==> src/rtl/sla_pkg.sv <==
// Purpose: shared constants and types for the sysref/lmfc alignment block
// Assumes: 32-bit axi4-lite register word, one core clock
// Notes:   offsets are byte addresses
package sla_pkg;

  localparam int         SLA_ADDR_W       = 5;
  localparam logic [4:0] SLA_CTRL_OFS     = 5'h00;
  localparam logic [4:0] SLA_PERIOD_OFS   = 5'h04;
  localparam logic [4:0] SLA_STATUS_OFS   = 5'h08;
  localparam logic [4:0] SLA_FILL_OFS     = 5'h0C;

  // ctrl word: [0] realign_every [1] event_needed_on_resync
  // [2] subclass2 [3] link_sync_en [7:4] sysref delay
  // [8] soft reset (self clear) [9] resync request (self clear)
  localparam int         SLA_SOFT_RST_BIT = 8;
  localparam int         SLA_RESYNC_BIT   = 9;
  localparam logic [7:0] SLA_CTRL_RST     = 8'h0A;
  localparam logic [7:0] SLA_PERIOD_RST   = 8'h07;

  // status word layout
  localparam int         SLA_ST_SEEN      = 0;
  localparam int         SLA_ST_SYNC      = 1;
  localparam int         SLA_ST_REL       = 2;
  localparam int         SLA_ST_ILA       = 3;
  localparam int         SLA_ST_DATA      = 4;
  localparam int         SLA_ST_OVR       = 5;
  localparam int         SLA_ST_CNT_LSB   = 8;

  localparam int         SLA_DLY_MAX      = 15;
  localparam int         SLA_OCT_PER_CYC  = 4;
  localparam logic [1:0] SLA_ILA_MF       = 2'h3;
  localparam logic [1:0] SLA_RESP_OKAY    = 2'h0;
  localparam logic [1:0] SLA_RESP_DECERR  = 2'h3;

  typedef struct packed {
    logic [3:0] sysref_delay;
    logic       link_sync_en;
    logic       subclass2;
    logic       event_needed_on_resync;
    logic       realign_every;
  } sla_ctrl_t;

  typedef enum logic [3:0] {
    SLA_RX_REF = 4'h1,
    SLA_RX_CGS = 4'h2,
    SLA_RX_BND = 4'h4,
    SLA_RX_UP  = 4'h8
  } sla_rx_st_t;

  typedef enum logic [3:0] {
    SLA_TX_REF = 4'h1,
    SLA_TX_SYN = 4'h2,
    SLA_TX_BND = 4'h4,
    SLA_TX_RUN = 4'h8
  } sla_tx_st_t;

endpackage

==> src/rtl/sla_core.sv <==
// Purpose: sysref capture, lmfc counter and link bring-up gating
// Assumes: inputs synchronous to aclk, axi4-lite register access
// Notes:   lane buffers sit outside; this block times their release
// Operation
// - realign_every 0: only first sysref after reset, or after a resync with event need, aligns lmfc
// - realign_every 1: every sysref event realigns the lmfc counter
// - rx aligns to sysref, then releases sync on boundary after cgs
// - rx holds sync asserted until an initial sysref event is seen
// - tx starts ila on an lmfc boundary after sync release
// - tx sends no ila before an initial sysref event after reset
// - resync without event need: rx releases sync on next boundary
// - resync without event need: tx starts ila on next boundary
// - resync with event need: rx realigns on sysref, then releases
// - resync with event need: tx realigns on sysref before ila
// - programmable 0..15 cycle delay from sysref event to lmfc reset
// - build option captures sysref on rising instead of falling edge
// - subclass 2: rx releases sync once aligned to idle characters
// - subclass 2: tx waits lmfc crossing, then ila or data per enable
// - rx holds lane data until next lmfc crossing, then releases
// - lane alignment tolerates up to 8 octets of skew
// - alignment buffer depth configurable, about one multiframe
// - buffering absorbs variable transceiver latency across restarts
// - lmfc steps through multiframe octets, marks each boundary not hit by a sysref realign
// - edge option touches only the first sysref flip-flop
// - four octets per cycle, lmfc advances four octets each cycle
//
// Chosen here: the placing of the registers and register access over AXI4-Lite.
`timescale 1ns/100ps
`default_nettype none
module sla_core
  import sla_pkg::*;
#(
  parameter int LMFC_W          = 8,
  parameter int ALIGN_BUF_DEPTH = 256,
  parameter int LANE_SKEW_OCT   = 8,
  parameter bit SYSREF_NEGEDGE  = 1'b1
) (
  input  wire logic                      aclk,
  input  wire logic                      aresetn,
  input  wire logic [sla_pkg::SLA_ADDR_W-1:0] s_axi_awaddr,
  input  wire logic                      s_axi_awvalid,
  output logic                           s_axi_awready,
  input  wire logic [31:0]               s_axi_wdata,
  input  wire logic [3:0]                s_axi_wstrb,
  input  wire logic                      s_axi_wvalid,
  output logic                           s_axi_wready,
  output logic [1:0]                     s_axi_bresp,
  output logic                           s_axi_bvalid,
  input  wire logic                      s_axi_bready,
  input  wire logic [sla_pkg::SLA_ADDR_W-1:0] s_axi_araddr,
  input  wire logic                      s_axi_arvalid,
  output logic                           s_axi_arready,
  output logic [31:0]                    s_axi_rdata,
  output logic [1:0]                     s_axi_rresp,
  output logic                           s_axi_rvalid,
  input  wire logic                      s_axi_rready,
  input  wire logic                      sysref,
  input  wire logic                      cgs_done,
  input  wire logic                      lanes_valid,
  input  wire logic                      rx_resync_req,
  input  wire logic                      sync_n_in,
  output logic                           rx_sync_n,
  output logic                           rx_release,
  output logic                           tx_ila,
  output logic                           tx_data,
  output logic                           lmfc_edge
);
  import sla_pkg::*;

  localparam int BUF_WORDS = ALIGN_BUF_DEPTH / SLA_OCT_PER_CYC;

  // ---------------------------------------------------------------
  // elaboration checks
  // ---------------------------------------------------------------
  if (ALIGN_BUF_DEPTH % SLA_OCT_PER_CYC != 0 ||
      ALIGN_BUF_DEPTH < LANE_SKEW_OCT || LANE_SKEW_OCT > 8 ||
      BUF_WORDS > (1 << LMFC_W) || LMFC_W < 2 ||
      LMFC_W > 24) begin : g_bad
    $error("sla_core: unsupported parameter set");
  end

  // ---------------------------------------------------------------
  // register bus
  // ---------------------------------------------------------------
  sla_ctrl_t          ctrl_q;
  logic [LMFC_W-1:0]  period_q;
  logic [SLA_ADDR_W-1:0] awaddr_q;
  logic [SLA_ADDR_W-1:0] araddr_q;
  logic [31:0]        wdata_q;
  logic [3:0]         wstrb_q;
  logic               sw_rst_q;
  logic               sw_resync_q;
  logic               do_wr;
  logic [31:0]        status;
  logic [31:0]        rd_word;
  logic [1:0]         rd_resp;
  logic [31:0]        wmask;
  logic               seen_q;
  logic               rx_rel_q;
  logic               ovr_q;
  logic [LMFC_W-1:0]  lmfc_cnt_q;
  logic [LMFC_W-1:0]  fill_q;

  assign wmask = {{8{wstrb_q[3]}}, {8{wstrb_q[2]}},
                  {8{wstrb_q[1]}}, {8{wstrb_q[0]}}};
  assign do_wr = !s_axi_awready && !s_axi_wready && !s_axi_bvalid;

  // address and data are taken independently; response after both
  always_ff @(posedge aclk) begin
    if (!aresetn) begin
      s_axi_awready <= 1'b1;
      s_axi_wready  <= 1'b1;
      s_axi_bvalid  <= 1'b0;
      s_axi_bresp   <= SLA_RESP_OKAY;
      awaddr_q      <= '0;
      wdata_q       <= '0;
      wstrb_q       <= '0;
    end else begin
      if (s_axi_awvalid && s_axi_awready) begin
        s_axi_awready <= 1'b0;
        awaddr_q      <= s_axi_awaddr;
      end
      if (s_axi_wvalid && s_axi_wready) begin
        s_axi_wready <= 1'b0;
        wdata_q      <= s_axi_wdata;
        wstrb_q      <= s_axi_wstrb;
      end
      if (do_wr) begin
        s_axi_bvalid <= 1'b1;
        s_axi_bresp  <= (awaddr_q == SLA_CTRL_OFS ||
                         awaddr_q == SLA_PERIOD_OFS ||
                         awaddr_q == SLA_STATUS_OFS ||
                         awaddr_q == SLA_FILL_OFS) ?
                        SLA_RESP_OKAY : SLA_RESP_DECERR;
      end
      if (s_axi_bvalid && s_axi_bready) begin
        s_axi_bvalid  <= 1'b0;
        s_axi_awready <= 1'b1;
        s_axi_wready  <= 1'b1;
      end
    end
  end

  // ctrl and period survive the soft reset; the link logic and the fill count restart
  always_ff @(posedge aclk) begin
    if (!aresetn) begin
      ctrl_q      <= SLA_CTRL_RST;
      period_q    <= LMFC_W'(SLA_PERIOD_RST);
      sw_rst_q    <= 1'b0;
      sw_resync_q <= 1'b0;
    end else begin
      sw_rst_q    <= 1'b0;
      sw_resync_q <= 1'b0;
      if (do_wr && awaddr_q == SLA_CTRL_OFS) begin
        ctrl_q      <= (ctrl_q & ~wmask[7:0]) | (wdata_q[7:0] & wmask[7:0]);
        sw_rst_q    <= wdata_q[SLA_SOFT_RST_BIT] & wstrb_q[1];
        sw_resync_q <= wdata_q[SLA_RESYNC_BIT] & wstrb_q[1];
      end
      if (do_wr && awaddr_q == SLA_PERIOD_OFS) begin
        period_q <= (period_q & ~wmask[LMFC_W-1:0]) |
                    (wdata_q[LMFC_W-1:0] & wmask[LMFC_W-1:0]);
      end
    end
  end

  always_comb begin
    status = '0;
    status[SLA_ST_SEEN] = seen_q;
    status[SLA_ST_SYNC] = rx_sync_n;
    status[SLA_ST_REL]  = rx_rel_q;
    status[SLA_ST_ILA]  = tx_ila;
    status[SLA_ST_DATA] = tx_data;
    status[SLA_ST_OVR]  = ovr_q;
    status[SLA_ST_CNT_LSB +: LMFC_W] = lmfc_cnt_q;
    rd_resp = SLA_RESP_OKAY;
    case (araddr_q)
      SLA_CTRL_OFS:   rd_word = {24'h000000, ctrl_q};
      SLA_PERIOD_OFS: rd_word = 32'(period_q);
      SLA_STATUS_OFS: rd_word = status;
      SLA_FILL_OFS:   rd_word = 32'(fill_q);
      default: begin
        rd_word = '0;
        rd_resp = SLA_RESP_DECERR;
      end
    endcase
  end

  // read data is sampled one cycle after the address is taken
  logic rd_pend_q;
  always_ff @(posedge aclk) begin
    if (!aresetn) begin
      s_axi_arready <= 1'b1;
      s_axi_rvalid  <= 1'b0;
      s_axi_rdata   <= '0;
      s_axi_rresp   <= SLA_RESP_OKAY;
      araddr_q      <= '0;
      rd_pend_q     <= 1'b0;
    end else begin
      rd_pend_q <= 1'b0;
      if (s_axi_arvalid && s_axi_arready) begin
        s_axi_arready <= 1'b0;
        araddr_q      <= s_axi_araddr;
        rd_pend_q     <= 1'b1;
      end
      if (rd_pend_q) begin
        s_axi_rvalid <= 1'b1;
        s_axi_rdata  <= rd_word;
        s_axi_rresp  <= rd_resp;
      end
      if (s_axi_rvalid && s_axi_rready) begin
        s_axi_rvalid  <= 1'b0;
        s_axi_arready <= 1'b1;
      end
    end
  end

  // ---------------------------------------------------------------
  // sysref capture and event delay
  // ---------------------------------------------------------------
  logic core_rst;
  logic sref_cap_q;
  logic sref_r_q;
  logic sref_r2_q;
  logic evt;
  logic evt_dly;
  logic accept;
  logic rx_resync;
  logic tx_resync;
  logic lmfc_wrap;
  logic [SLA_DLY_MAX-1:0] dly_q;

  assign core_rst = !aresetn || sw_rst_q;

  if (SYSREF_NEGEDGE) begin : g_neg
    // falling edge gives margin when sysref is edge aligned to aclk
    always_ff @(negedge aclk) begin
      if (!aresetn) sref_cap_q <= 1'b0;
      else sref_cap_q <= sysref;
    end
  end else begin : g_pos
    always_ff @(posedge aclk) begin
      if (!aresetn) sref_cap_q <= 1'b0;
      else sref_cap_q <= sysref;
    end
  end

  always_ff @(posedge aclk) begin
    if (core_rst) begin
      sref_r_q  <= 1'b0;
      sref_r2_q <= 1'b0;
      dly_q     <= '0;
    end else begin
      sref_r_q  <= sref_cap_q;
      sref_r2_q <= sref_r_q;
      dly_q     <= {dly_q[SLA_DLY_MAX-2:0], evt};
    end
  end

  assign evt     = sref_r_q && !sref_r2_q;
  assign evt_dly = (ctrl_q.sysref_delay == 4'h0) ? evt :
                   dly_q[ctrl_q.sysref_delay - 4'h1];
  // subclass 2 ignores sysref entirely
  assign accept  = evt_dly && !ctrl_q.subclass2 &&
                   (ctrl_q.realign_every || !seen_q);

  // ---------------------------------------------------------------
  // lmfc counter, one step is four octets
  // ---------------------------------------------------------------
  assign lmfc_wrap = (lmfc_cnt_q == period_q);

  always_ff @(posedge aclk) begin
    if (core_rst) begin
      lmfc_cnt_q <= '0;
      lmfc_edge  <= 1'b0;
    end else begin
      lmfc_edge <= lmfc_wrap && !accept;
      if (accept || lmfc_wrap) lmfc_cnt_q <= '0;
      else lmfc_cnt_q <= lmfc_cnt_q + LMFC_W'(1);
    end
  end

  // seen record is only dropped on resync when a new event is demanded
  always_ff @(posedge aclk) begin
    if (core_rst) seen_q <= 1'b0;
    else if (accept) seen_q <= 1'b1;
    else if ((rx_resync || tx_resync) &&
             ctrl_q.event_needed_on_resync) seen_q <= 1'b0;
  end

  // ---------------------------------------------------------------
  // receiver bring-up
  // ---------------------------------------------------------------
  sla_rx_st_t rx_q;
  sla_rx_st_t rx_d;
  logic       lmfc_ok;
  logic [LMFC_W-1:0] fill_cnt_q;

  assign lmfc_ok   = seen_q || ctrl_q.subclass2;
  assign rx_resync = sw_resync_q || (rx_resync_req && rx_q == SLA_RX_UP);

  always_comb begin
    rx_d = rx_q;
    case (rx_q)
      SLA_RX_REF: if (lmfc_ok) rx_d = SLA_RX_CGS;
      SLA_RX_CGS: begin
        if (cgs_done) begin
          rx_d = ctrl_q.subclass2 ? SLA_RX_UP : SLA_RX_BND;
        end
      end
      SLA_RX_BND: begin
        if (!cgs_done) rx_d = SLA_RX_CGS;
        else if (lmfc_wrap) rx_d = SLA_RX_UP;
      end
      SLA_RX_UP: if (!cgs_done) rx_d = SLA_RX_CGS;
      default: rx_d = SLA_RX_REF;
    endcase
    if (rx_resync) begin
      rx_d = (ctrl_q.event_needed_on_resync && !ctrl_q.subclass2) ?
             SLA_RX_REF : SLA_RX_CGS;
    end
  end

  always_ff @(posedge aclk) begin
    if (core_rst) begin
      rx_q      <= SLA_RX_REF;
      rx_sync_n <= 1'b0;
    end else begin
      rx_q      <= rx_d;
      rx_sync_n <= (rx_d == SLA_RX_UP);
    end
  end

  // buffered words counted until release; the count exposes how much
  // transceiver latency was absorbed so restarts can be compared
  always_ff @(posedge aclk) begin
    if (core_rst) begin
      rx_rel_q   <= 1'b0;
      fill_cnt_q <= '0;
      fill_q     <= '0;
      ovr_q      <= 1'b0;
    end else if (rx_q != SLA_RX_UP || !lanes_valid || rx_resync) begin
      rx_rel_q   <= 1'b0;
      fill_cnt_q <= '0;
    end else if (!rx_rel_q) begin
      fill_cnt_q <= fill_cnt_q + LMFC_W'(1);
      if (lmfc_wrap) begin
        rx_rel_q <= 1'b1;
        fill_q   <= fill_cnt_q;
        ovr_q    <= (32'(fill_cnt_q) >= BUF_WORDS);
      end
    end
  end

  assign rx_release = rx_rel_q;

  // ---------------------------------------------------------------
  // transmitter bring-up
  // ---------------------------------------------------------------
  sla_tx_st_t tx_q;
  sla_tx_st_t tx_d;
  logic [1:0] ila_mf_q;

  assign tx_resync = (tx_q == SLA_TX_RUN) && !sync_n_in;

  always_comb begin
    tx_d = tx_q;
    case (tx_q)
      SLA_TX_REF: if (lmfc_ok) tx_d = SLA_TX_SYN;
      SLA_TX_SYN: if (sync_n_in) tx_d = SLA_TX_BND;
      SLA_TX_BND: begin
        if (!sync_n_in) tx_d = SLA_TX_SYN;
        else if (lmfc_wrap) tx_d = SLA_TX_RUN;
      end
      SLA_TX_RUN: begin
        if (!sync_n_in) begin
          tx_d = (ctrl_q.event_needed_on_resync && !ctrl_q.subclass2) ?
                 SLA_TX_REF : SLA_TX_SYN;
        end
      end
      default: tx_d = SLA_TX_REF;
    endcase
  end

  // ila covers a fixed number of multiframes, then user data follows
  always_ff @(posedge aclk) begin
    if (core_rst) begin
      tx_q     <= SLA_TX_REF;
      tx_ila   <= 1'b0;
      tx_data  <= 1'b0;
      ila_mf_q <= '0;
    end else begin
      tx_q <= tx_d;
      if (tx_d != SLA_TX_RUN) begin
        tx_ila   <= 1'b0;
        tx_data  <= 1'b0;
        ila_mf_q <= '0;
      end else if (tx_q != SLA_TX_RUN) begin
        tx_ila  <= ctrl_q.link_sync_en;
        tx_data <= !ctrl_q.link_sync_en;
      end else if (tx_ila && lmfc_wrap) begin
        ila_mf_q <= ila_mf_q + 2'h1;
        if (ila_mf_q == SLA_ILA_MF) begin
          tx_ila  <= 1'b0;
          tx_data <= 1'b1;
        end
      end
    end
  end
endmodule
`default_nettype wire

==> config.mk <==
export PLATFORM = sky130hd
export DESIGN_NAME = sla_core
export DESIGN_NICKNAME = d
export VERILOG_FILES = /design/src/rtl/sla_pkg.sv /design/src/rtl/sla_core.sv
export SDC_FILE = /design/constraint.sdc
export NUM_CORES = 1
export LEC_CHECK = 0
export BUFFER_PORTS_ARGS = -buffer_cell sky130_fd_sc_hd__buf_4
export CAP_MARGIN = 20
export CORE_MARGIN = 4
export CORE_UTILIZATION = 52
export CTS_CLUSTER_DIAMETER = 150
export DETAILED_ROUTE_END_ITERATION = 10
export GPL_ROUTABILITY_DRIVEN = 1
export GPL_TIMING_DRIVEN = 1
export PLACE_DENSITY = 0.76
export REMOVE_ABC_BUFFERS = 1
export SYNTH_ARGS = -nofsm -noshare
export SYNTH_HDL_FRONTEND = slang
export SYNTH_SLANG_ARGS = --single-unit
==> constraint.sdc <==
create_clock -name aclk -period 6.4 [get_ports aclk]
set_input_delay 1.92 -clock aclk [delete_from_list [all_inputs] [get_ports aclk]]
set_output_delay 1.92 -clock aclk [all_outputs]
set_load 0.03 [all_outputs]
== Yosys cells after proc, flatten, opt, wreduce, memory -nomap -nowiden ==
Index checks and enable logic that the tools add are counted.
Widths: inputs -> output; s select.

* $add $sub $neg: 4
* Order comparisons: 2
* Equality and inequality tests: 20
* Multiplexer cells: 32
* Bitwise logic cells: 12
* Reduce and logical (&&, ||, !) cells: 56

{| class="wikitable"
|+ Operator list
! cell !! count
|-
| $pmux 16 s4 || 1
|-
| $mux 4 || 12
|-
| $pmux 4 s4 || 2
|-
| $and 8x8->8 || 3
|-
| $eq 5x4->1 const B || 4
|-
| $logic_and 1x1->1 || 18
|-
| $add 8x1->8 const B || 2
|-
| $or 8x8->8 || 2
|-
| $mux 1 || 13
|-
| $eq 4x4->1 const B || 3
|-
| $ne 4x4->1 const B || 3
|-
| $logic_not 1->1 || 11
|-
| $logic_or 1x1->1 || 11
|-
| $eq 5x3->1 const B || 2
|-
| $logic_not 5->1 || 2
|-
| $reduce_or 2->1 || 5
|-
| $eq 4x1->1 const B || 2
|-
| $eq 4x2->1 const B || 2
|-
| $eq 4x3->1 const B || 2
|-
| $eq 8x8->1 || 1
|-
| $ge 8x7->1 const B || 1
|-
| $not 8->8 || 1
|-
| $mux 2 || 3
|-
| $reduce_and 2->1 || 3
|-
| 11 further kinds || 17
|}

* Bits in registers: 141
* Input bits: 58
* Output and inout port bits: 46
* Word-level logic and storage cells: 164

== Longest topological paths before layout ==
Gate-level depths: netlist (run 1).

* Word-level depth: 8
* Depth in mapped cells: 8
* Gate-level depth less buffers: 7

==> flow_metrics.tcl, run 1 <==
set metrics [dict create \
    status "complete, no violations" \
    crit_start "aresetn" \
    intPower_w 0.001385 \
    combPwrFrac_pct 6.4 \
    power.leakage_nw 2.672 \
    ys_ff_latch 123 \
    fillers 809 \
    finalClockSkew_ns 0.01766 \
    cts_tree "built" \
    cts_sinks 123 \
    drt_iter0_markers 215 \
    cts_resized 0 \
    first_pass_iters 4 \
    postCtsHoldBufs 0 \
    setup_violations 0 \
    fin_setup_tns_ns 0 \
    cpPeakStageDelay_ns 0.15 \
    cts_buffer_depth 2 \
    yosys.area.top_type_share_pct 45.71 \
    core_um2 9910 \
    path_class "input port to flop" \
    htree_levels 4 \
    dp_hpwl_um 8043 \
    rsz0062_at_grt "false" \
    crit_family "simple AND/OR/NAND/NOR gates" \
    arrival_ns 2.18 \
    reg2reg_slack_ns 2.70 \
    path_cells "buf_4 -> and2_1" \
    buffer_ports.inserted 63 \
    num_vias 4121 \
    startpoint_type "input port" \
    synth_ff_type "dfxtp_1" \
    die_y_um 109.8 \
    ant_nets 0 \
    final_area_um2 6431 \
    timing.rr.start "sref_cap_q$_SDFF_NN0_" \
    std_cell_rows 36 \
    path_clk_slew_ns 0.06 \
    wl_per_cell_um 14.81 \
    io_pins 104 \
    routed_wl_um 11410 \
    vias_per_cell 5.352 \
    syn_area_um2 5386 \
    tightest_slew_ns 0.7260 \
    grtUsageMet3_pct 5.402 \
    cts_buffers 17 \
    synth_cells 567 \
    path_depth 2 \
    netSwitchingFraction_pct 23.65 \
    crit_end "sref_cap_q$_SDFF_NN0_" \
    reg2reg_depth 1 \
    p_switching_w 0.0004290 \
    drive_gt1_share_pct 18.84 \
    placed_cells 738 \
    met2_usage_pct 31.95 \
    total_power_w 0.001814 \
    gp_congestion 0.8238 \
    start_util_pct 54.36 \
    synth-seq-area-share_pct 45.71 \
    ys_top_cells_by_area "dfxtp_1, nor2b_1, nand2_1" \
    drv_slew 0 \
    path_max_fanout 2 \
    slew-limit-headroom_pct 51.24 \
    fin_nets 686 \
    p_seq_share_pct 44.5 \
    synth_area_per_cell_um2 9.500 \
    die-area_um2 12050 \
    required_ns 3.58 \
    yosysUniqueCellTypes 63 \
    clk_latency_ns 0.51 \
    min_path_type "flop to flop" \
    drv.max_cap_violation_count 0 \
    overflow 0 \
    crit_buf_inv 1 \
    p_per_area_nw_per_um2 282.1 \
    grt_start_max_net_pins 65 \
    synth-edff-count 0 \
    fin_util_pct 64.90 \
    p_clk_share_pct 49.1 \
    clockRootBuffer "clkbuf_8" \
    drc 0 \
    grt_pass1_vias 4006 \
    dpl_cell_area_um2 5868 \
    die_x_um 109.8 \
    cp-end-kind "flop" \
    ys_warn_count 0 \
    antenna_found_initial 0 \
    ir_drop_mv 0.1417 \
    area_growth_syn_to_layout_pct 19.40 \
    fin_cells 770 \
    post_cts_buffers 0 \
    final_hold_viol_count 0 \
    yosysTopAreaCell "dfxtp_1" \
    track_usage_pct 20.08 \
    rr_endpoint "sref_r_q$_SDFF_PP0_" \
    grtUsageMet1_pct 26.41 \
    slowest_stage "and2_1" \
    gr-max-usage-layer "met2" \
    diodes 0 \
    synthArstFlopShare_pct 0 \
    grt_pass1_wl_um 18870 \
]
[layout by cell type, fill, tap and decap left out, types with 17 or more instances in the layout]
| cell | instances |
|---|---|
| dfxtp_1 | 123 |
| buf_4 | 67 |
| nand2_1 | 59 |
| nor2b_1 | 47 |
| nand3_1 | 29 |
| nor2_1 | 29 |
| a21oi_1 | 27 |
| a21boi_0 | 26 |
| and2_1 | 18 |
| clkbuf_16 | 18 |
| mux2i_1 | 17 |
[logic make-up (layout without fill, tap and decap cells)]
group,after synthesis,after routing,synth area share [%]
flops,123,123,45.71
simple gates,234,234,23.88
mux,29,29,7.828
xor+xnor,23,23,4.018
fa+ha+maj,4,4,0.9292
buf+inv,57,112,5.436
compound gates,96,96,12.13
other cells,1,16,0.06962
[power by group through the flow]
stage                      Clock [W]  Combinational (W)  Sequential, W
final                       0.000890           0.000116       0.000808
after detailed placement  0.00000196           0.000116       0.000824
after floorplan           0.00000196          0.0000634       0.000827
after global placement    0.00000196           0.000113       0.000823
after CTS                   0.000905           0.000116       0.000808
after global routing        0.000944           0.000127       0.000811
[metrics by stage]
stage | hold WS (ns) | worst slack, ns
global route | 0.4276 | 1.426
finish | 0.4168 | 1.397
floorplan | 0.3924 | 1.040
CTS | 0.4203 | 1.409
global placement | 0.3985 | 0.9112
detailed placement | 0.4120 | 0.8957
[how the worst min path moves through the flow]
| stage | from | endpoint | slack (ns) | depth (start not counted) |
|---|---|---|---|---|
| after floorplan | sref_r2_q$_SDFF_PP0_ | dly_q[0]$_SDFF_PP0_ | 0.39 | 1 |
| after global placement | sref_r2_q$_SDFF_PP0_ | dly_q[0]$_SDFF_PP0_ | 0.40 | 1 |
| after detailed placement | sref_r2_q$_SDFF_PP0_ | dly_q[0]$_SDFF_PP0_ | 0.41 | 1 |
| after CTS | sref_r2_q$_SDFF_PP0_ | dly_q[0]$_SDFF_PP0_ | 0.42 | 1 |
| after global routing | sref_r2_q$_SDFF_PP0_ | dly_q[0]$_SDFF_PP0_ | 0.43 | 1 |
| final | sref_r2_q$_SDFF_PP0_ | dly_q[0]$_SDFF_PP0_ | 0.42 | 1 |
[area by class of cell]
cell class              count  area (um2)  area share [%]
clock buffers              22       505.5           7.860
clock inverters            11       61.31          0.9533
inverters                  12       45.04          0.7004
multi-input cells         402        2688           41.79
flip-flops and latches    123        2462           38.29
well taps                 133       166.4           2.588
repair buffers             67       503.0           7.821
[synthesized netlist by cell type, types with 2 or more instances]
| cell type | number |
|---|---|
| nor4_1 | 3 |
| a22o_1 | 2 |
| mux4_1 | 4 |
| nand3b_1 | 3 |
| nand4b_1 | 2 |
| ha_1 | 4 |
| and4b_1 | 2 |
| o21ai_0 | 16 |
| dfxtp_1 | 123 |
| o21a_1 | 2 |
| xor2_2 | 2 |
| or3_1 | 4 |
| a21oi_1 | 27 |
| xor2_1 | 16 |
| nor2_1 | 29 |
| and2_1 | 18 |
| o21bai_1 | 2 |
| xnor2_1 | 5 |
| nand3_1 | 29 |
| nand2b_1 | 5 |
| and3_1 | 6 |
| clkbuf_1 | 22 |
| o31a_1 | 2 |
| and4_1 | 2 |
| buf_2 | 3 |
| a21boi_1 | 6 |
| a21boi_0 | 26 |
| nand2_1 | 59 |
| mux2i_1 | 17 |
| nor2b_1 | 47 |
| inv_1 | 13 |
| nor3_1 | 10 |
| and3b_1 | 2 |
| o32ai_1 | 2 |
| mux2_2 | 3 |
| buf_4 | 18 |
| mux4_2 | 5 |
[routing by layer]
layer	part of all wire (%)	up-vias	wire length, um
li1	-	2043	-
met1	46	1930	5224
met2	46	135	5290
met3	6.6	13	757
met4	1.2	0	133
met5	0	-	0
Power figures use the tool's default switching activity.
==> run 2: changes to the inputs <==
CORE_UTILIZATION = 50   (was 52)
clock period = 4.2 ns   (was 6.4 ns; I/O delays follow)
==> run 2 against run 1 <==
Sequential power increased by 52%. Sequential cell count unchanged. First-iteration DRC count increased by 21%. Count of clock-buffer cells in the layout unchanged. Clock power increased by 72%. Critical path type unchanged. Largest power group unchanged.
==> flow_metrics.tcl, run 2 (synthesis results as in run 1) <==
set metrics [dict create \
    area_growth_syn_to_layout_pct 20.79 \
    tightest_slew_ns 0.7302 \
    final_area_um2 6506 \
    hold_path_end "dly_q[0]$_SDFF_PP0_" \
    drc 0 \
    seqCellArea_um2 2462 \
    finalClockSkew_ns 0.02386 \
    routed_wl_um 11540 \
    die_x_um 111.8 \
    ant_nets 0 \
    crit_buf_inv 1 \
    std_cell_rows 37 \
    drv.max_cap_violation_count 0 \
    track_usage_pct 19.01 \
    fin_ws_ns 0.9735 \
    startpoint_type "input port" \
    cts_resized 0 \
    gp_congestion 0.8105 \
    fillers 844 \
    total_power_w 0.002941 \
    final_common_cell "dfxtp_1" \
    grt_pass1_vias 4045 \
    die_y_um 111.8 \
    diodes 0 \
    start_util_pct 51.71 \
    grt_pass1_wl_um 19220 \
    cts_tree "built" \
    core_um2 10420 \
    drt_iter0_markers 261 \
    antenna_found_initial 0 \
    path_max_fanout 2 \
    buffer_ports.inserted 63 \
    cts_buffer_depth 2 \
    cts_buffers 17 \
    post_cts_buffers 0 \
    layout_common_cells "dfxtp_1, buf_4, nand2_1" \
    crit_family "simple AND/OR/NAND/NOR gates" \
    min_from "sref_r2_q$_SDFF_PP0_" \
    reg2reg_depth 1 \
    path_cells "buf_4 -> and2_1" \
    reg2reg_slack_ns 1.62 \
    die-area_um2 12500 \
    postCtsHoldBufs 0 \
    dp_hpwl_um 8083 \
    arrival_ns 1.52 \
    min_path_cells 1 \
    slowest_stage "and2_1" \
    clockRootBuffer "clkbuf_8" \
    multi_input_area_um2 2688 \
    grt_start_max_net_pins 65 \
    wl_per_cell_um 14.93 \
    fin_nets 686 \
    pre_cts_slack_ns 0.4641 \
    path_clk_slew_ns 0.06 \
    ir_drop_mv 0.2351 \
    vias_per_cell 5.312 \
    clk_latency_ns 0.52 \
    overflow 0 \
    htree_levels 4 \
    cts_sinks 123 \
    io_pins 104 \
    dpl_cell_area_um2 5872 \
    rr_endpoint "sref_r_q$_SDFF_PP0_" \
    rsz0062_at_grt "false" \
    power.leakage_nw 2.683 \
    fin_setup_tns_ns 0 \
    num_vias 4106 \
    cpPeakStageDelay_ns 0.14 \
    setup_violations 0 \
    path_class "input port to flop" \
    slew-limit-headroom_pct 50.96 \
    first_pass_iters 5 \
    timing.rr.start "sref_cap_q$_SDFF_NN0_" \
    status "complete, no violations" \
    drv_slew 0 \
    final_hold_viol_count 0 \
    drive_gt1_share_pct 18.68 \
    cp-end-kind "flop" \
    required_ns 2.49 \
    min_path_type "flop to flop" \
    p_per_area_nw_per_um2 452.0 \
]
==> run 2: power breakdown <==
part	internal [W]	switching (W)
clock	0.00103	0.000505
sequential	0.00120	0.0000363
combinational	0.0000765	0.0000997
total	0.00230	0.000641
==> run 2: area by class of cell <==
type | count | area share, %
multi-input cells | 402 | 41.31
inverters | 12 | 0.6923
well taps | 136 | 2.615
repair buffers | 67 | 7.731
clock inverters | 11 | 2.538
flip-flops and latches | 123 | 37.85
clock buffers | 22 | 7.269
==> run 2: worst max-delay path by stage <==
stage,start,endpoint,slack [ns],cells after the start
6_report,aresetn,sref_cap_q$_SDFF_NN0_,0.97,2
5_1_grt,aresetn,sref_cap_q$_SDFF_NN0_,0.99,2
4_1_cts,aresetn,sref_cap_q$_SDFF_NN0_,0.99,2
3_5_place_dp,aresetn,sref_cap_q$_SDFF_NN0_,0.46,2
3_3_place_gp,aresetn,sref_cap_q$_SDFF_NN0_,0.47,2
2_1_floorplan,aresetn,sref_cap_q$_SDFF_NN0_,0.60,1
==> run 2: routing by layer <==
metal	share of wire, %	routed length (um)	track usage (%)	vias up
li1	-	-	-	2037
met1	46	5293	24.13	1926
met2	47	5414	30.42	126
met3	5.7	661	5.870	17
met4	1.5	170	7.218	0
met5	0	0	0	-
==> run 2: through the flow <==
step                std cells  utilization [%]  hold WS [ns]
detailed placement        741            56.37        0.4108
finish                    773            62.46        0.4168
CTS                       773            62.46        0.4189
floorplan                 538                -        0.3924
global placement          741            56.37        0.3982
global route              773            62.46        0.4400
